==> config.mk <==
export PLATFORM = sky130hd
export DESIGN_NAME = dtc_timer
export DESIGN_NICKNAME = d
export VERILOG_FILES = /design/src/dtc_pkg.sv /design/src/dtc_timer.sv
export SDC_FILE = /design/constraint.sdc
export NUM_CORES = 1
export LEC_CHECK = 0
export BUFFER_PORTS_ARGS = -buffer_cell sky130_fd_sc_hd__buf_2
export CORE_MARGIN = 10
export CORE_UTILIZATION = 30
export DETAILED_ROUTE_END_ITERATION = 6
export PLACE_DENSITY_LB_ADDON = 0.2
export SLEW_MARGIN = 0
export SYNTH_ARGS = -nofsm -noshare
export SYNTH_HDL_FRONTEND = slang
export SYNTH_SLANG_ARGS = --single-unit
==> constraint.sdc <==
create_clock -name clk -period 4.4 [get_ports clk]
set_input_delay 0.22 -clock clk [delete_from_list [all_inputs] [get_ports clk]]
set_output_delay 0.22 -clock clk [all_outputs]
set_load 0.005 [all_outputs]
==> src/dtc_pkg.sv <==
// Package with register map, field positions and timing constants for the dual timer
`default_nettype none
package dtc_pkg;
	// Register bus widths
	localparam int ADDR_W = 3;
	localparam int DATA_W = 8;
	// Register offsets
	localparam logic [2:0] ADDR_MODE     = 3'h0; // timer_mode_register
	localparam logic [2:0] ADDR_CTRL     = 3'h1; // timer_control_register
	localparam logic [2:0] ADDR_LOW_ZERO = 3'h2; // timer_zero_low_byte
	localparam logic [2:0] ADDR_LOW_ONE  = 3'h3;
	localparam logic [2:0] ADDR_HI_ZERO  = 3'h4; // timer_zero_high_byte
	localparam logic [2:0] ADDR_HI_ONE   = 3'h5;
	localparam logic [2:0] ADDR_TOGGLE   = 3'h6; // port_two_mode_register
	// Mode register fields
	localparam int GATE_ONE_BIT = 7;
	localparam int CT_ONE_BIT   = 6;
	localparam int MODE_ONE_LSB = 4;
	localparam int GATE_ZERO_BIT = 3;
	localparam int CT_ZERO_BIT   = 2;
	localparam int MODE_ZERO_LSB = 0;
	// Control register fields
	localparam int OVF_ONE_BIT  = 7;
	localparam int RUN_ONE_BIT  = 6;
	localparam int OVF_ZERO_BIT = 5;
	localparam int RUN_ZERO_BIT = 4;
	// Toggle enable register fields
	localparam int TOG_ZERO_BIT = 0;
	localparam int TOG_ONE_BIT  = 1;
	// Reset values
	localparam logic [7:0] RST_BYTE   = 8'h00;
	localparam logic       RST_TOGGLE = 1'b1;
	// CPU clocks per machine cycle
	localparam int MC_CLOCKS = 6;
	// Operating modes
	typedef enum logic [1:0] {
		DTC_MODE_13BIT  = 2'h0,
		DTC_MODE_16BIT  = 2'h1,
		DTC_MODE_RELOAD = 2'h2,
		DTC_MODE_SPLIT  = 2'h3
	} dtc_mode_t;
endpackage
`default_nettype wire

==> src/dtc_timer.sv <==
// Dual timer/counter with gate, four modes, toggle outputs and baud tick
//
// Behaviour
// - Timer function counts once per machine cycle of six CPU clocks.
// - Counter function samples count pin per machine cycle, counts on high-then-low.
// - Count updates in machine cycle after edge detection; two cycles per edge.
// - Per-timer select bit picks timer/counter; two-bit field picks mode.
// - Mode 0 is 13 bits: high byte plus low five low-byte bits.
// - Rollover from all ones to zeros sets the overflow flag.
// - Counting only while run bit set and gate clear or interrupt pin high; timer one with timer zero in mode 3 ignores run bit and gate.
// - Gate bit of timer one at mode bit 7, timer zero at bit 3.
// - Setting the run bit leaves the count bytes untouched.
// - Mode 1 is a full 16-bit counter.
// - Mode 2 counts low byte, reloads it from high byte on overflow.
// - Timer one in mode 3 stops as if run bit cleared.
// - Timer zero mode 3 low byte uses timer zero's controls and flag.
// - Timer zero mode 3 high byte counts cycles with timer one run and flag.
// - With timer zero in mode 3, timer one still counts for baud.
// - Toggle enable inverts the count pin output on each overflow.
// - Toggle output drives 1 until the first overflow.
// - Timer one overflow supplies the serial port baud tick.
//
// The implementer's own choices: the plain strobed port and the register addresses.
`timescale 1ns/1ns
`default_nettype none

module dtc_timer #(
	parameter int MC_DIV = dtc_pkg::MC_CLOCKS
) (
	// Clock and reset
	input  wire logic       clk,
	input  wire logic       nrst,
	// Register port
	input  wire logic [2:0] reg_addr,
	input  wire logic [7:0] reg_wdata,
	input  wire logic       reg_wr,
	input  wire logic       reg_rd,
	output logic      [7:0] reg_rdata,
	// Count pins, two-way
	input  wire logic       count_pin_zero_i,
	output logic            count_pin_zero_o,
	output logic            count_pin_zero_oe,
	input  wire logic       count_pin_one_i,
	output logic            count_pin_one_o,
	output logic            count_pin_one_oe,
	// External interrupt pins used as gates
	input  wire logic       external_interrupt_pin_zero,
	input  wire logic       external_interrupt_pin_one,
	// Interrupt controller
	input  wire logic       irq_ack_zero,
	input  wire logic       irq_ack_one,
	output logic            timer_zero_overflow,
	output logic            timer_one_overflow,
	// Serial port baud source
	output logic            baud_tick
);

	// Divider is eight bits wide and needs at least two clocks
	if (MC_DIV < 2 || MC_DIV > 255) begin
		$error("MC_DIV out of range");
	end

	////////////////////////////////////////////////////////////////////////////////
	// Declarations
	logic [7:0] mode_r;
	logic       run_zero_r;
	logic       run_one_r;
	logic       ovf_zero_r;
	logic       ovf_one_r;
	logic       tog_en_zero_r;
	logic       tog_en_one_r;
	logic [7:0] low_zero_r;
	logic [7:0] high_zero_r;
	logic [7:0] low_one_r;
	logic [7:0] high_one_r;
	logic       tog_zero_r;
	logic       tog_one_r;
	logic [7:0] mc_cnt_r;
	logic       mc_en;
	logic [3:0] s1_r;
	logic [3:0] s2_r;
	logic [3:0] s3_r;
	logic [3:0] filt_r;
	logic [1:0] samp_r;
	logic [1:0] samp_prev_r;
	logic [1:0] fall;
	logic       int_zero;
	logic       int_one;
	logic [1:0] mode_zero;
	logic [1:0] mode_one;
	logic       split_zero;
	logic       run_zero;
	logic       run_one;
	logic       tick_zero;
	logic       tick_one;
	logic       tick_high;
	logic [16:0] step_zero;
	logic [16:0] step_one;
	logic       ovf_zero;
	logic       ovf_one;
	logic       ovf_high;
	logic       set_flag_one;
	logic       wr_mode;
	logic       wr_ctrl;
	logic       wr_low_zero;
	logic       wr_high_zero;
	logic       wr_low_one;
	logic       wr_high_one;
	logic       wr_tog;

	////////////////////////////////////////////////////////////////////////////////
	// Count step: returns {overflow, high, low}
	function automatic logic [16:0] dtc_step(input logic [1:0] m, input logic [7:0] hi,
		input logic [7:0] lo);
		logic [13:0] c13;
		logic [16:0] c16;
		logic [8:0]  c8;
		begin
			c13 = {1'b0, hi, lo[4:0]} + 14'h0001;
			c16 = {1'b0, hi, lo} + 17'h00001;
			c8  = {1'b0, lo} + 9'h001;
			case (m)
				2'h0: dtc_step = {c13[13], c13[12:5], lo[7:5], c13[4:0]};
				2'h1: dtc_step = c16;
				2'h2: dtc_step = {c8[8], hi, (c8[8] ? hi : c8[7:0])};
				default: dtc_step = {c8[8], hi, c8[7:0]};
			endcase
		end
	endfunction

	////////////////////////////////////////////////////////////////////////////////
	// Write decode
	assign wr_mode      = reg_wr && reg_addr == dtc_pkg::ADDR_MODE;
	assign wr_ctrl      = reg_wr && reg_addr == dtc_pkg::ADDR_CTRL;
	assign wr_low_zero  = reg_wr && reg_addr == dtc_pkg::ADDR_LOW_ZERO;
	assign wr_high_zero = reg_wr && reg_addr == dtc_pkg::ADDR_HI_ZERO;
	assign wr_low_one   = reg_wr && reg_addr == dtc_pkg::ADDR_LOW_ONE;
	assign wr_high_one  = reg_wr && reg_addr == dtc_pkg::ADDR_HI_ONE;
	assign wr_tog       = reg_wr && reg_addr == dtc_pkg::ADDR_TOGGLE;

	// Machine cycle divider
	always_ff @(posedge clk or negedge nrst) begin
		if (!nrst) begin
			mc_cnt_r <= 8'h00;
		end else if (mc_cnt_r == 8'(MC_DIV - 1)) begin
			mc_cnt_r <= 8'h00;
		end else begin
			mc_cnt_r <= mc_cnt_r + 8'h01;
		end
	end
	assign mc_en = (mc_cnt_r == 8'(MC_DIV - 1));

	////////////////////////////////////////////////////////////////////////////////
	// Pin synchronisers: bit0 count zero, bit1 count one, bit2/3 interrupt pins
	always_ff @(posedge clk or negedge nrst) begin
		if (!nrst) begin
			s1_r   <= 4'h0;
			s2_r   <= 4'h0;
			s3_r   <= 4'h0;
			filt_r <= 4'h0;
		end else begin
			s1_r   <= {external_interrupt_pin_one, external_interrupt_pin_zero,
				count_pin_one_i, count_pin_zero_i};
			s2_r   <= s1_r;
			s3_r   <= s2_r;
			filt_r <= (s2_r & ~(s2_r ^ s3_r)) | (filt_r & (s2_r ^ s3_r));
		end
	end
	assign int_zero = filt_r[2];
	assign int_one  = filt_r[3];

	// Count pin sampling once per machine cycle
	always_ff @(posedge clk or negedge nrst) begin
		if (!nrst) begin
			samp_r      <= 2'h0;
			samp_prev_r <= 2'h0;
		end else if (mc_en) begin
			samp_r      <= filt_r[1:0];
			samp_prev_r <= samp_r;
		end
	end
	// Edge seen one cycle, counted at the next machine cycle
	assign fall = {2{mc_en}} & samp_prev_r & ~samp_r;

	////////////////////////////////////////////////////////////////////////////////
	// Mode, run and gate decoding
	assign mode_zero  = mode_r[dtc_pkg::MODE_ZERO_LSB +: 2];
	assign mode_one   = mode_r[dtc_pkg::MODE_ONE_LSB +: 2];
	assign split_zero = (mode_zero == dtc_pkg::DTC_MODE_SPLIT);
	assign run_zero   = run_zero_r && (!mode_r[dtc_pkg::GATE_ZERO_BIT] || int_zero);
	// Timer one: own mode 3 stops it; under split it ignores its run bit
	assign run_one    = (mode_one != dtc_pkg::DTC_MODE_SPLIT) && (split_zero ||
		(run_one_r && (!mode_r[dtc_pkg::GATE_ONE_BIT] || int_one)));
	assign tick_zero  = run_zero && (mode_r[dtc_pkg::CT_ZERO_BIT] ? fall[0] : mc_en);
	assign tick_one   = run_one && (mode_r[dtc_pkg::CT_ONE_BIT] ? fall[1] : mc_en);
	assign tick_high  = split_zero && run_one_r && mc_en;

	always_comb begin
		step_zero = dtc_step(mode_zero, high_zero_r, low_zero_r);
		step_one  = dtc_step(mode_one, high_one_r, low_one_r);
	end
	assign ovf_zero     = tick_zero && step_zero[16];
	assign ovf_one      = tick_one && step_one[16];
	assign ovf_high     = tick_high && high_zero_r == 8'hFF;
	assign set_flag_one = split_zero ? ovf_high : ovf_one;

	////////////////////////////////////////////////////////////////////////////////
	// Timer zero count bytes, a bus write wins over a count
	always_ff @(posedge clk or negedge nrst) begin
		if (!nrst) begin
			low_zero_r  <= dtc_pkg::RST_BYTE;
			high_zero_r <= dtc_pkg::RST_BYTE;
		end else begin
			if (wr_low_zero) begin
				low_zero_r <= reg_wdata;
			end else if (tick_zero) begin
				low_zero_r <= step_zero[7:0];
			end
			if (wr_high_zero) begin
				high_zero_r <= reg_wdata;
			end else if (tick_high) begin
				high_zero_r <= high_zero_r + 8'h01;
			end else if (tick_zero && !split_zero) begin
				high_zero_r <= step_zero[15:8];
			end
		end
	end

	// Timer one count bytes
	always_ff @(posedge clk or negedge nrst) begin
		if (!nrst) begin
			low_one_r  <= dtc_pkg::RST_BYTE;
			high_one_r <= dtc_pkg::RST_BYTE;
		end else begin
			if (wr_low_one) begin
				low_one_r <= reg_wdata;
			end else if (tick_one) begin
				low_one_r <= step_one[7:0];
			end
			if (wr_high_one) begin
				high_one_r <= reg_wdata;
			end else if (tick_one) begin
				high_one_r <= step_one[15:8];
			end
		end
	end

	////////////////////////////////////////////////////////////////////////////////
	// Mode, run and toggle-enable registers; run writes touch no count
	always_ff @(posedge clk or negedge nrst) begin
		if (!nrst) begin
			mode_r        <= dtc_pkg::RST_BYTE;
			run_zero_r    <= 1'b0;
			run_one_r     <= 1'b0;
			tog_en_zero_r <= 1'b0;
			tog_en_one_r  <= 1'b0;
		end else begin
			if (wr_mode) begin
				mode_r <= reg_wdata;
			end
			if (wr_ctrl) begin
				run_zero_r <= reg_wdata[dtc_pkg::RUN_ZERO_BIT];
				run_one_r  <= reg_wdata[dtc_pkg::RUN_ONE_BIT];
			end
			if (wr_tog) begin
				tog_en_zero_r <= reg_wdata[dtc_pkg::TOG_ZERO_BIT];
				tog_en_one_r  <= reg_wdata[dtc_pkg::TOG_ONE_BIT];
			end
		end
	end

	// Overflow flags: hardware set wins over software write or acknowledge
	always_ff @(posedge clk or negedge nrst) begin
		if (!nrst) begin
			ovf_zero_r <= 1'b0;
			ovf_one_r  <= 1'b0;
		end else begin
			if (ovf_zero) begin
				ovf_zero_r <= 1'b1;
			end else if (wr_ctrl) begin
				ovf_zero_r <= reg_wdata[dtc_pkg::OVF_ZERO_BIT];
			end else if (irq_ack_zero) begin
				ovf_zero_r <= 1'b0;
			end
			if (set_flag_one) begin
				ovf_one_r <= 1'b1;
			end else if (wr_ctrl) begin
				ovf_one_r <= reg_wdata[dtc_pkg::OVF_ONE_BIT];
			end else if (irq_ack_one) begin
				ovf_one_r <= 1'b0;
			end
		end
	end
	assign timer_zero_overflow = ovf_zero_r;
	assign timer_one_overflow  = ovf_one_r;

	////////////////////////////////////////////////////////////////////////////////
	// Toggle outputs: held at 1 while disabled, inverted on overflow
	always_ff @(posedge clk or negedge nrst) begin
		if (!nrst) begin
			tog_zero_r <= dtc_pkg::RST_TOGGLE;
			tog_one_r  <= dtc_pkg::RST_TOGGLE;
		end else begin
			if (!tog_en_zero_r) begin
				tog_zero_r <= dtc_pkg::RST_TOGGLE;
			end else if (ovf_zero) begin
				tog_zero_r <= !tog_zero_r;
			end
			if (!tog_en_one_r) begin
				tog_one_r <= dtc_pkg::RST_TOGGLE;
			end else if (ovf_one) begin
				tog_one_r <= !tog_one_r;
			end
		end
	end
	assign count_pin_zero_o  = tog_zero_r;
	assign count_pin_zero_oe = tog_en_zero_r;
	assign count_pin_one_o   = tog_one_r;
	assign count_pin_one_oe  = tog_en_one_r;

	// Baud tick to serial port, one cycle per timer one overflow
	always_ff @(posedge clk or negedge nrst) begin
		if (!nrst) begin
			baud_tick <= 1'b0;
		end else begin
			baud_tick <= ovf_one;
		end
	end

	////////////////////////////////////////////////////////////////////////////////
	// Read port, data in the cycle after the strobe
	always_ff @(posedge clk or negedge nrst) begin
		if (!nrst) begin
			reg_rdata <= 8'h00;
		end else if (reg_rd) begin
			case (reg_addr)
				dtc_pkg::ADDR_MODE:     reg_rdata <= mode_r;
				dtc_pkg::ADDR_CTRL:     reg_rdata <= {ovf_one_r, run_one_r, ovf_zero_r,
					run_zero_r, 4'h0};
				dtc_pkg::ADDR_LOW_ZERO: reg_rdata <= low_zero_r;
				dtc_pkg::ADDR_HI_ZERO:  reg_rdata <= high_zero_r;
				dtc_pkg::ADDR_LOW_ONE:  reg_rdata <= low_one_r;
				dtc_pkg::ADDR_HI_ONE:   reg_rdata <= high_one_r;
				dtc_pkg::ADDR_TOGGLE:   reg_rdata <= {6'h00, tog_en_one_r, tog_en_zero_r};
				default:                reg_rdata <= 8'h00;
			endcase
		end else begin
			reg_rdata <= 8'h00;
		end
	end
endmodule

`default_nettype wire

## After elaboration in Yosys (flattened, before gate mapping)

Cells that the tools add are included.

- Bits in registers: 85
- Input port bits: 21
- Output and inout bits: 15
- Word-level logic and storage cells: 130

- $add $sub $neg: 8
- Eq/ne operators: 20
- Mux-type cells: 29
- Bitwise gates (word level): 8
- Reduce and logical (&&, ||, !) cells: 41

Operators by type and width:

| cell | number |
|---|---|
| two-way mux 8 bit | 13 |
| one-hot mux 17 bit (3 select lines) | 2 |
| one-hot mux 8 bit (7 select lines) | 1 |
| adder 16 x 1 -> 17 bit, second input constant | 2 |
| adder 13 x 1 -> 14 bit, second input constant | 2 |
| adder 8 x 1 -> 9 bit, second input constant | 2 |
| logical AND 1 bit | 18 |
| adder 8 x 1 -> 8 bit, second input constant | 2 |
| two-way mux 1 bit | 13 |
| nonzero test 3 bit | 4 |
| == test 3 bit, second input constant | 3 |
| AND 4 bit | 2 |
| == test 8 x 3 -> 1 bit, second input constant | 1 |
| == test 8 bit, second input constant | 1 |
| != test 2 bit, second input constant | 4 |
| == test 2 bit, second input constant | 3 |
| == test 3 x 2 -> 1 bit, second input constant | 2 |
| AND reduction 3 bit | 2 |
| nonzero test 2 bit | 3 |
| logical NOT 1 bit | 5 |
| AND 2 bit | 2 |
| == test 2 x 1 -> 1 bit, second input constant | 2 |
| logical NOT 2 bit | 2 |
| != test 2 x 1 -> 1 bit, second input constant | 2 |
| other kinds (10) | 13 |

## Longest topological paths before layout

Gate-level depths: netlist (run 1).

- Depth after elaboration: 9
- Mapped depth: 8
- Gate-level depth less buffers: 7

## Least setup slack after synthesis (run 1)

Ideal clock, no wire load.

- Path type: register to register
- From: register mc_cnt_r[1]
- To: register low_one_r[5]
- Setup time: 121 ps
- Data arrival time: 1929 ps
- Required time: 4279 ps
- Slack: 2350 ps
- Cell stages (with the launch flop): 8
- Path buffers: 0
- Period minus slack after synthesis: 2050 ps
- Path through: dfrtp_1 > inv_1 > ha_1 > or4b_4 > a21oi_4 > nand4_2 > a311o_1 > a22o_1

- Cells in the longest elaborated chain, start to end: 7

RTL lines:

| what | line | text |
|---|---|---|
| from (decl) | dtc_timer.sv:78 | `logic [7:0] mc_cnt_r;` |
| from (signal assigned) | dtc_timer.sv:148 | `mc_cnt_r <= mc_cnt_r + 8'h01;` |
| == test 8 x 3 -> 1 bit (*) | dtc_timer.sv:151 | `assign mc_en = (mc_cnt_r == 8'(MC_DIV - 1));` |
| AND 2 bit (2 in a row) | dtc_timer.sv:183 | `assign fall = {2{mc_en}} & samp_prev_r & ~samp_r;` |
| two-way mux 1 bit (*) | dtc_timer.sv:195 | `assign tick_one = run_one && (mode_r[dtc_pkg::CT_ONE_BIT] ? fall[1] : mc_en);` |
| logical AND 1 bit (*) | dtc_timer.sv:195 |  |
| nonzero test 2 bit (no line) (*) | n/a |  |
| AND reduction 2 bit (no line) (*) | n/a |  |
| to (signal assigned) | dtc_timer.sv:232 | `low_one_r <= dtc_pkg::RST_BYTE;` |
| to (signal assigned) | dtc_timer.sv:236 | `low_one_r <= reg_wdata;` |
| to (signal assigned) | dtc_timer.sv:238 | `low_one_r <= step_one[7:0];` |
| to (decl) | dtc_timer.sv:74 | `logic [7:0] low_one_r;` |

Every way passes the cells marked *; elsewhere a longest branch is shown, timed or not.
A chain may end at the register's enable or synchronous reset.

## Worst setup path in the final report (run 1)

- From: register low_zero_r[1]
- To: register low_zero_r[1]

- Cells in the longest elaborated chain, start to end: 5
- Elaborated cells between the ends (all ways): 7
- Classes of those cells: 3 x add/sub; 4 x mux

RTL lines:

| what | line | text |
|---|---|---|
| from (decl) | dtc_timer.sv:72 | `logic [7:0] low_zero_r;` |
| from (signal assigned) | dtc_timer.sv:211 | `low_zero_r <= dtc_pkg::RST_BYTE;` |
| from (signal assigned) | dtc_timer.sv:215 | `low_zero_r <= reg_wdata;` |
| from (signal assigned) | dtc_timer.sv:217 | `low_zero_r <= step_zero[7:0];` |
| adder 8 x 1 -> 9 bit | dtc_timer.sv:121 | `c8 = {1'b0, lo} + 9'h001;` |
| two-way mux 8 bit | dtc_timer.sv:125 | `2'h2: dtc_step = {c8[8], hi, (c8[8] ? hi : c8[7:0])};` |
| one-hot mux 17 bit (3 select lines) (*) | dtc_timer.sv:122 | `case (m)` |
| two-way mux 8 bit (*) | dtc_timer.sv:216 | `end else if (tick_zero) begin` |
| two-way mux 8 bit (*) | dtc_timer.sv:214 | `if (wr_low_zero) begin` |

Every way passes the cells marked *; elsewhere a longest branch is shown, timed or not. The select of a mux whose other input is x is not followed.

==> results.md, run 1 <==
- Status: finished, final reports clean
- Area share of xor/xnor cells in the synthesized design: 3.36%
- Highest metal used: met4
- CP arrival: ~2.8 ns
- # setup viols final: 0
- Top cell type by total area after synthesis: dfrtp_1
- Final HPWL DP: roughly 12000 um
- FF-to-FF Start: low_zero_r[1]
- Buffers on Ports: 35
- Slew Limit Headroom: a little over a third
- Post-synthesis mux area share: between 8 and 9%
- Area share of fa/ha/maj cells after synthesis: approximately 2.0%
- Placer congestion estimate: roughly 0.9
- DRT met1 WL: 7720 um
- Leak Pwr: 2.37 nW
- Layout cells sized above 1: 14.8%
- Area of the multi-input gates: 0.00292 mm^2
- Synth Instances: 567
- Max Cap Viol: 0
- Number of synthesized flops with an enable pin: 0
- Final hold vios: 0
- Pwr dens: approximately 470 mW/mm^2
- Root buffer cell: clkbuf_16
- CTS clk-pin slew, worst paths: around 0.07 ns
- Worst setup path start: low_zero_r[1]
- Setup CP Type: reg -> reg
- Global-route wire length before repair: around 27000 um
- Worst slew pin tran: ~0.95 ns
- Max-slew violations: 0
- Startpoint Class: flop
- Avg Vias per Cell: ~5.7
- Worst vdd ir: between 0.2 and 0.25 mV
- Simple-gate share of the synthesized area: 24.5%
- Syn_area_per_cell: 9.20 um^2
- Crit path max fanout: 9
- Site row count: 48
- Core area: between 0.015 and 0.02 mm^2
- I/O pins: 36
- H-tree depth: 3
- Routed vias: approximately 4.6k
- Synth-to-Final Area Change: 13.9%
- PostCTS Resize Cnt: 0
- Setup Fix Bufs, Post-CTS: 0
- Final wirelength: approximately 17000 um
- Wire length per cell: 20.6 um
- Clock sinks: 85
- Min-delay src: reg_rd
- Synth Area in Compound Gates: between 10% and 20%
- GRT Resource Usage Total: 14.3%
- Ys Warns: 0
- Skew final: ~0.009 ns
- Routed wire length on met2: about 7900 um
- Gr ovfl total: 0
- Setup TNS: 0 ns
- Largest family of logic cells by synthesized area: simple AND/OR/NAND/NOR gates
- Post-DRT Antenna Nets: 0
- Met3 Wirelength: a little over 1000 um
- Post-synthesis register bit count: 85
- Vias in the first global route: 4475
- Post-synth top area share: between 30 and 40%
- Die height: approximately 150 um
- DRT iter0 DRCs: 512
- Residual DRC: 0
- Nets: 615
- Min-delay worst type: in -> reg
- Post-synth ARST share: 100%
- Top post-synthesis cells by area: dfrtp_1 40%, nand2_1 4.6%, mux2_2 4.3%
- CTS tree: yes
- Horizontal die dimension: roughly 150 um
- Register area: about 0.0021 mm^2
- Largest net degree at the start of global routing: 47
- Initial antenna violation count: 0
- Post-synth top flop: dfrtp_1
- First-pass DRT Iterations: 5
- Syn Nets: ~590
- Num CTS Buffers: 9
- Worst endpoint required time: approximately 4.6 ns
- Clock Latency Late Sink: around 0.34 ns
- Syn Std Cell Area: approximately 0.0052 mm^2
- CP endpoint kind: flop
- Final Critical Period: ~2.6 ns
- Post-synthesis sequential area ratio: 40.8%
- Initial cell density of the core: between 30% and 40%
- Upper clock frequency limit: about 380 MHz
- Inserted Diodes: 0
- Die area: around 0.023 mm^2
- Fill cell count: between 1.5k and 2k
- Final period util: 59.9%
- RSZ-0062 raised after global routing: no
- CTS Buffer Depth: 2
- Unique masters post-synth: 68
- Power, Total: roughly 2.8 mW
## per-stage QoR
step | setup slack, ns | hold slack (ns) | cells | utilization (%) | instance area, um^2
2_1_floorplan | 2.35 | -0.0756 | 567 | - | 5210
3_3_place_gp | 1.92 | 0.274 | 798 | 32.4 | 5560
3_5_place_dp | 1.83 | 0.288 | 798 | 32.4 | 5560
4_1_cts | 1.85 | 0.171 | 819 | 34.6 | 5940
5_1_grt | 1.53 | 0.193 | 819 | 34.6 | 5940
6_report | 1.76 | 0.182 | 819 | 34.6 | 5940
## worst max-delay path, cell delays in order (launching register included)
cell and delay, ns:
dfrtp_1 0.44, ha_1 0.29, nand4_1 0.34, nor3_1 0.77, mux2_2 0.41, mux2i_1 0.13, o21ai_0 0.09
## cell usage after synthesis, types with 3 or more instances
cell	n
dfrtp_1	83
buf_2	5
a31oi_1	3
nand2_1	64
o211ai_1	6
a21oi_1	19
o21ai_0	28
nand3_1	24
a22o_1	3
and2_1	12
inv_1	12
o311a_1	3
clkbuf_1	23
nor4_1	5
mux2i_1	14
nand2b_1	10
nor2_1	41
o31ai_1	11
nand4_1	11
o31a_1	5
or3_1	5
nor3_1	18
o21a_1	4
a2bb2oi_1	4
a22oi_1	7
mux4_2	3
xor2_1	8
or4_1	4
and3_1	12
a221oi_1	4
a211oi_1	7
nor2b_1	9
nor3b_1	4
mux2_2	20
nand3b_1	3
ha_1	5
o22ai_1	8
and4_1	7
maj3_1	4
xnor2_1	12
## cell families after synthesis
group                      Yosys count
DFF                                 85
buffers and inverters               42
and+or+nand+nor                    241
xor gates and xnor gates            20
muxes                               37
AOI/OAI and AO/OA                  133
adders and majority gates            9
## layer usage
| layer | global-route usage, % | up-vias |
|---|---|---|
| met5 | 0 | - |
| met4 | 3.03 | 0 |
| met3 | 2.77 | 21 |
| met2 | 23.1 | 177 |
| met1 | 19.4 | 2302 |
| li1 | - | 2149 |
## repair_timing
action	4_1_cts	5_1_grt
hold buffers	5	0
endpoints found under the hold margin	48	0
setup endpoints to repair	0	0
## area by class of cell
cell class                 count  share of cell area (%)
tap                          225                    4.74
clock inverter                 5                    1.41
multi-input combinational    440                    49.2
clock buffer                  11                    4.09
inverter                      12                   0.759
timing repair buffer          41                    3.96
sequential                    85                    35.9
## registers in the layout, summed over array words and instances (netlist names), 2 cells and up, named ones only
| register | count |
|---|---|
| samp_r | 2 |
| s2_r | 4 |
| high_one_r | 8 |
| high_zero_r | 8 |
| reg_rdata | 8 |
| s1_r | 4 |
| low_one_r | 8 |
| mc_cnt_r | 8 |
| low_zero_r | 8 |
| s3_r | 4 |
| mode_r | 8 |
| samp_prev_r | 2 |
## power by group
part           internal [mW]  total (mW)  leakage, nW  switching (mW)
Combinational          0.324       0.685         1.19           0.361
Clock                  0.514       0.841        0.152           0.327
Sequential             0.921        1.25         1.02           0.331
## worst paths after layout
kind | to | slack (ns) | cells past startpoint
setup / recovery | low_zero_r[1] | 1.76 | 6
hold / removal | reg_rdata[6] | 0.18 | 2
setup reg to reg | low_zero_r[1] | 1.76 | 6
hold reg to reg | s2_r[2] | 0.35 | 0
max in group asynchronous | count_pin_zero_o | 2.98 | 3
min in group asynchronous | high_zero_r[0] | 0.43 | 2
## cells in the final DEF, fill, tap and decap left out, types with 6 or more instances in the layout
cell	count
nor2b_1	9
buf_2	34
dfrtp_1	83
and2_1	12
and3_1	12
a211oi_1	7
nor3_1	18
o31ai_1	11
mux2_2	20
inv_1	12
nand4_1	11
nand2b_1	10
xor2_1	8
clkbuf_16	9
nand2_1	64
xnor2_1	12
nand3_1	24
o21ai_0	28
o211ai_1	6
mux2i_1	14
and4_1	7
a22oi_1	7
o22ai_1	8
a21oi_1	19
nor2_1	41
(Power assumes the default switching activity.)
==> run 2: changes to the inputs <==
==> constraint.sdc (replaced) <==
create_clock -name clk -period 2.7 [get_ports clk]
set_input_delay 0.135 -clock clk [delete_from_list [all_inputs] [get_ports clk]]
set_output_delay 0.135 -clock clk [all_outputs]
set_load 0.005 [all_outputs]
==> run 2 against run 1 <==
Effect of this change: clock skew up 0.0051 ns; die area unchanged; total power up 59%; wire length up 0.84%; sequential power up 62%; register-to-register slack worse by 1.3 ns; worst hold slack worse by 0.097 ns; critical path depth up 1; first-iteration DRC count up 8.6%; setup slack worse by 1.3 ns.
==> results.md, run 2 (synthesis results as in run 1) <==
- Fill cell count: 1799 (-0.056%)
- Max Cap Viol: 0 (unchanged)
- Inserted Diodes: 0 (unchanged)
- Setup CP Type: reg -> reg
- RSZ-0062 raised after global routing: no
- Worst slew pin tran: 1.04 ns (+0.0897 ns)
- Skew final: 0.0138 ns (+0.00507 ns)
- Met1 Use GR: 19.5% (+0.11 points)
- FF-to-FF Start: mc_cnt_r[1]
- Final HPWL DP: 12200 um (-0.14%)
- Net switching power: 1.66 mW (+63%)
- Slowest-stage cell, CP: or4b_4
- P_int: 2.76 mW (+57%)
- GRT Resource Usage Total: 14.5% (+0.13 points)
- Most used routing layer: met2
- Residual DRC: 0 (unchanged)
- Root buffer cell: clkbuf_16
- Final wirelength: 17000 um (+0.84%)
- Worst setup path start: mc_cnt_r[1]
- CP Capture Point: low_one_r[5]
- Initial cell density of the core: 30.4% (unchanged)
- CTS tree: yes
- Worst endpoint required time: 2.95 ns (-1.64 ns)
- Gr ovfl total: 0 (unchanged)
- Crit path max fanout: 7 (-2)
- Leak Pwr: 2.43 nW (+2.8%)
- CTS clk-pin slew, worst paths: 0.07 ns (about the same)
- Placer congestion estimate: 0.893 (-1.0%)
- Largest stage delay on the critical path: 0.50 ns (-0.27 ns)
- CP endpoint kind: flop
- Min-delay worst type: in -> reg
- Vias in the first global route: 4572 (+2.2%)
- Upper clock frequency limit: 438 MHz (+15%)
- Layout cells sized above 1: 16.9% (+2.1 points)
- Synth-to-Final Area Change: 15.5%
- Slew Limit Headroom: 30.5% (-5.7 points)
- Gate power share: 26.1% (+1.4 points)
- Wire length per cell: 20.4 um (-0.97%)
- Register area: 0.00213 mm^2 (unchanged)
- Worst vdd ir: 0.351 mV (+48%)
- Horizontal die dimension: 152 um (unchanged)
- First-pass DRT Iterations: 5 (unchanged)
- RR Endpoint: low_one_r[5]
- Buffers on Ports: 35 (unchanged)
- Clock power frac: 28.1% (-2.2 points)
- Final Critical Period: 2.28 ns (-0.352 ns)
- DRT iter0 DRCs: 556 (+8.6%)
- Switching share of power: 37.5% (+0.87 points)
- Status: finished, final reports clean
- Worst hold slack: 0.0843 ns (-0.0973 ns)
- Share of power burned in registers: 45.8% (+0.7 points)
- CP arrival: 2.53 ns (-0.30 ns)
- Clock Latency Late Sink: 0.36 ns (+0.02 ns)
- Final period util: 84.6% (+25 points)
- Num CTS Buffers: 9 (unchanged)
- Die height: 152 um (unchanged)
- Routed vias: 4695 (+0.99%)
- Die area: 0.0231 mm^2 (unchanged)
- Pwr dens: 733 mW/mm^2 (+57%)
- Final hold vios: 0 (unchanged)
- # setup viols final: 0 (unchanged)
- Site row count: 48 (unchanged)
- Met3 usage: 2.85% (+0.085 points)
- GRT met2 Usage: 22.9% (-0.17 points)
- Core area: 0.0172 mm^2 (unchanged)
- Commonest non-fill, non-tap cell in the layout: dfrtp_1
- R2R Setup Slk: 0.42 ns (-1.35 ns)
- I/O pins: 36 (unchanged)
- Nets: 631 (+2.6%)
- Area of the multi-input gates: 0.00293 mm^2 (+0.21%)
- Startpoint Class: flop
- Commonest non-fill, non-tap cells in the layout: 83 x dfrtp_1, 64 x nand2_1, 41 x nor2_1
- H-tree depth: 3 (unchanged)
- Max-slew violations: 0 (unchanged)
- Post-DRT Antenna Nets: 0 (unchanged)
- Largest net degree at the start of global routing: 76 (+62%)
- Avg Vias per Cell: 5.63 (-0.83%)
- Initial antenna violation count: 0 (unchanged)
- R2R depth: 7 (+1)
- Setup TNS: 0 ns (unchanged)
- CTS Buffer Depth: 2 (unchanged)
- Clock sinks: 85 (unchanged)
- CP cell instances: inv_1 -> ha_1 -> or4b_4 -> a21oi_4 -> nand4_2 -> a311o_1 -> a22o_1
- Global-route wire length before repair: 27000 um (+1.2%)
==> run 2: changes by cell type in the layout (fill, tap and decap cells not counted) <==
cell	delta
nor4b_1	-1
clkinv_4	-1
bufinv_16	-1
clkbuf_1	+1
buf_4	+16
nor4b_2	+1
clkbuf_8	-1
clkinv_2	+1
==> run 2: worst min path at each step <==
stage,start,endpoint,slack [ns],cells after the start
after floorplan,nrst,asynchronous set/reset pin,-0.16,0
after global placement,count_pin_one_i,s1_r[1],0.24,1
after detailed placement,external_interrupt_pin_zero,s1_r[2],0.24,1
after CTS,reg_rd,reg_rdata[0],0.08,2
after global routing,reg_rd,reg_rdata[5],0.1,2
final,reg_rd,reg_rdata[0],0.08,2
==> run 2: worst max-delay path: cells and delay by family (launching register included) <==
family / cells / cell delay (ns)
fa+ha+maj: 1 / 0.15
flops: 1 / 0.40
simple gates: 2 / 0.73
buf+inv: 1 / 0.06
compound gates: 3 / 0.84
==> run 2: timing repair <==
| action | CTS | global route |
|---|---|---|
| gates resized for setup | 0 | 1 |
| hold buffers | 5 | 0 |
| buffers inserted | 0 | 0 |
| endpoints found under the setup margin | 0 | 1 |
| hold endpoints to repair | 13 | 0 |
==> run 2: final cells by class <==
cell class | count | area share [%]
clock inverter | 4 | 0.831
timing repair buffer | 57 | 5.90
tap | 225 | 4.68
clock buffer | 11 | 3.87
inverter | 12 | 0.748
multi-input combinational | 440 | 48.6
sequential | 85 | 35.4
==> run 2: per-stage QoR <==
step | power, mW | util [%] | setup slack (ns) | cells | instance area [um^2]
final | 4.41 | 35.1 | 0.416 | 834 | 6020
after global routing | 4.67 | 35.1 | 0.282 | 834 | 6020
after CTS | 4.43 | 35.0 | 0.216 | 834 | 6010
after detailed placement | 3.17 | 33.1 | 0.244 | 814 | 5680
after global placement | 3.16 | 33.1 | 0.291 | 814 | 5680
after floorplan | 2.69 | - | 0.650 | 567 | 5210
==> run 2: per-layer routing <==
metal	part of all wire (%)	vias to the layer above
met5	0	-
met4	1.5	0
met3	4.8	26
met2	47	163
met1	47	2319
li1	-	2187
==> run 2: power by group through the flow <==
| stage | Clock, mW | Combinational [mW] | Sequential (mW) |
|---|---|---|---|
| 6_report | 1.24 | 1.15 | 2.02 |
| 3_5_place_dp | 0 | 1.14 | 2.03 |
| 4_1_cts | 1.27 | 1.15 | 2.01 |
| 2_1_floorplan | 0 | 0.971 | 1.72 |
| 5_1_grt | 1.33 | 1.28 | 2.06 |
| 3_3_place_gp | 0 | 1.13 | 2.03 |
==> run 3: changes to the inputs <==
==> constraint.sdc (replaced) <==
create_clock -name clk -period 1.8 [get_ports clk]
set_input_delay 0.09 -clock clk [delete_from_list [all_inputs] [get_ports clk]]
set_output_delay 0.09 -clock clk [all_outputs]
set_load 0.005 [all_outputs]
==> run 3 against run 2 <==
Effect of this change: the run now ends with negative setup slack left; non-clock buffer count increased by 108; combinational power increased to 2.6 times the previous value; global-route usage increased by 0.87 points; setup slack got worse by 0.74 ns; highest routed layer unchanged.
==> results.md, run 3 (synthesis results as in run 1) <==
- Status: finished with violations
- Failing checks: negative setup slack
- Initial antenna violation count: 0 (unchanged)
- Crit path max fanout: 5 (-2)
- Wire length per cell: 19.3 um (-5.4%)
- Die height: 152 um (unchanged)
- Final Critical Period: 2.12 ns (-0.163 ns)
- Max Cap Viol: 0 (unchanged)
- CTS tree: yes
- CTS clk-pin slew, worst paths: 0.06 ns (about the same)
- Pwr dens: 1040 mW/mm^2 (+42%)
- H-tree depth: 3 (unchanged)
- Final period util: 118% (+33 points)
- Nets: 739 (+17%)
- Power, Total: 7.41 mW (+68%)
- GRT Resource Usage Total: 15.3% (+0.87 points)
- Startpoint Class: flop
- Leak Pwr: 3.03 nW (+25%)
- Setup CP Type: reg -> reg
- Commonest non-fill, non-tap cell in the layout: buf_4
- Setup TNS: -8.68 ns (-8.68 ns)
- Skew final: 0.0101 ns (-0.00369 ns)
- Largest net degree at the start of global routing: 54 (-29%)
- Routed vias: 5070 (+8.0%)
- Worst slew pin tran: 0.467 ns (-0.576 ns)
- Met3 usage: 3.02% (+0.17 points)
- Inserted Diodes: 0 (unchanged)
- Clock sinks: 85 (unchanged)
- Core area: 0.0172 mm^2 (unchanged)
- Initial cell density of the core: 30.4% (unchanged)
- Fin util: 41.4% (+6.3 points)
- Site row count: 48 (unchanged)
- Gr ovfl total: 0 (unchanged)
- Vias in the first global route: 5003 (+9.4%)
- Crit path buffers/inverters: 2 (+1)
- Global-route wire length before repair: 28700 um (+6.2%)
- RSZ-0062 raised after global routing: yes
- Worst endpoint required time: 2.03 ns (-0.92 ns)
- Slowest-stage cell, CP: or4b_4
- Final wirelength: 18200 um (+6.9%)
- Horizontal die dimension: 152 um (unchanged)
- Min-delay worst type: in -> reg
- Post-Place Worst Slack: -0.322 ns (-0.566 ns)
- Final hold vios: 0 (unchanged)
- Clock Latency Late Sink: 0.35 ns (about the same)
- Delay-heaviest family, CP: compound AO/OA/AOI/OAI gates
- Most used routing layer: met2
- CP arrival: 2.35 ns (-0.18 ns)
- Placer congestion estimate: 0.914 (+2.3%)
- Worst vdd ir: 0.560 mV (+60%)
- Die area: 0.0231 mm^2 (unchanged)
- Final WS setup: -0.321 ns (-0.737 ns)
- Final HPWL DP: 13700 um (+13%)
- DRT iter0 DRCs: 482 (-13%)
- Avg Vias per Cell: 5.38 (-4.5%)
- Commonest non-fill, non-tap cells in the layout: 117 x buf_4, 83 x dfrtp_1, 61 x nand2_1
- CP cell instances: inv_1 -> ha_2 -> or4b_4 -> a21oi_4 -> buf_6 -> nand4_4 -> a311o_1 -> a22o_1
- Residual DRC: 0 (unchanged)
- Post-DRT Antenna Nets: 0 (unchanged)
- Upper clock frequency limit: 471 MHz (+7.7%)
- Fill cell count: 1735 (-3.6%)
- CP endpoint kind: flop
- # setup viols final: 43 (+43)
- Slew Limit Headroom: 68.6% (+38 points)
- Layout cells sized above 1: 34.5% (+18 points)
- Met1 Use GR: 20.8% (+1.3 points)
- Buffers on Ports: 35 (unchanged)
- Synth-to-Final Area Change: 36.3%
- Root buffer cell: clkbuf_16
- First-pass DRT Iterations: 6 (+1)
- Max-slew violations: 0 (unchanged)
- I/O pins: 36 (unchanged)
- GRT met2 Usage: 23.8% (+0.89 points)
- Num CTS Buffers: 9 (unchanged)
- Largest stage delay on the critical path: 0.48 ns (-0.02 ns)
- CTS Buffer Depth: 2 (unchanged)
run 3: changes by cell type in the layout (fill, tap and decap cells not counted), moves of 4 or more:
cell     before  now
o31ai_2       0    4
o21ai_1       1    7
o21ai_0      28   22
buf_4        18  117
o31ai_1      11    7
buf_6         0    8
run 3: final timing paths:
kind / from / to / slack [ns] / cells past startpoint
setup reg to reg: mc_cnt_r[1] / low_one_r[5] / -0.32 / 8
hold / removal: reg_rd / reg_rdata[4] / 0.03 / 2
min in group asynchronous: nrst / low_one_r[4] / 0.23 / 2
max in group asynchronous: nrst / mc_cnt_r[5] / 0.92 / 3
hold reg to reg: s1_r[0] / s2_r[0] / 0.35 / 0
setup / recovery: mc_cnt_r[1] / low_one_r[5] / -0.32 / 8
run 3: area by class of cell:
class / count / area, um^2 / area share [%]
multi-input cells: 440 / 3160 / 44.5
clock inverters: 7 / 51.3 / 0.722
well taps: 225 / 282 / 3.96
inverters: 12 / 45.0 / 0.634
repair buffers: 165 / 1210 / 17.0
flip-flops and latches: 85 / 2130 / 30.0
clock buffers: 9 / 225 / 3.17
run 3: timing repair:
item | in CTS | in global routing
setup endpoints to repair | 36 | 45
hold endpoints to repair | 34 | 0
hold buffers | 5 | 0
pin swaps | 3 | 16
buffers inserted | 4 | 4
resized for setup | 16 | 30
run 3: power breakdown:
| group | internal (mW) | leakage, nW | switching, mW |
|---|---|---|---|
| Clock | 0.939 | 0.132 | 0.816 |
| Combinational | 1.44 | 1.88 | 1.59 |
| Sequential | 2.26 | 1.02 | 0.360 |
| Total | 4.64 | 3.03 | 2.77 |
run 3: metrics by stage:
step / hold WS, ns / std cells / area (um^2)
CTS: 0.0309 / 939 / 6940
global route: 0.0572 / 943 / 7110
detailed placement: 0.0660 / 914 / 6520
finish: 0.0288 / 943 / 7110
global placement: 0.0679 / 914 / 6520
floorplan: -0.206 / 567 / 5300
run 3: per-layer routing:
layer	vias up	share of wire, %
li1	2394	-
met5	-	0
met2	202	46
met3	30	6.2
met1	2444	45
met4	0	2.4
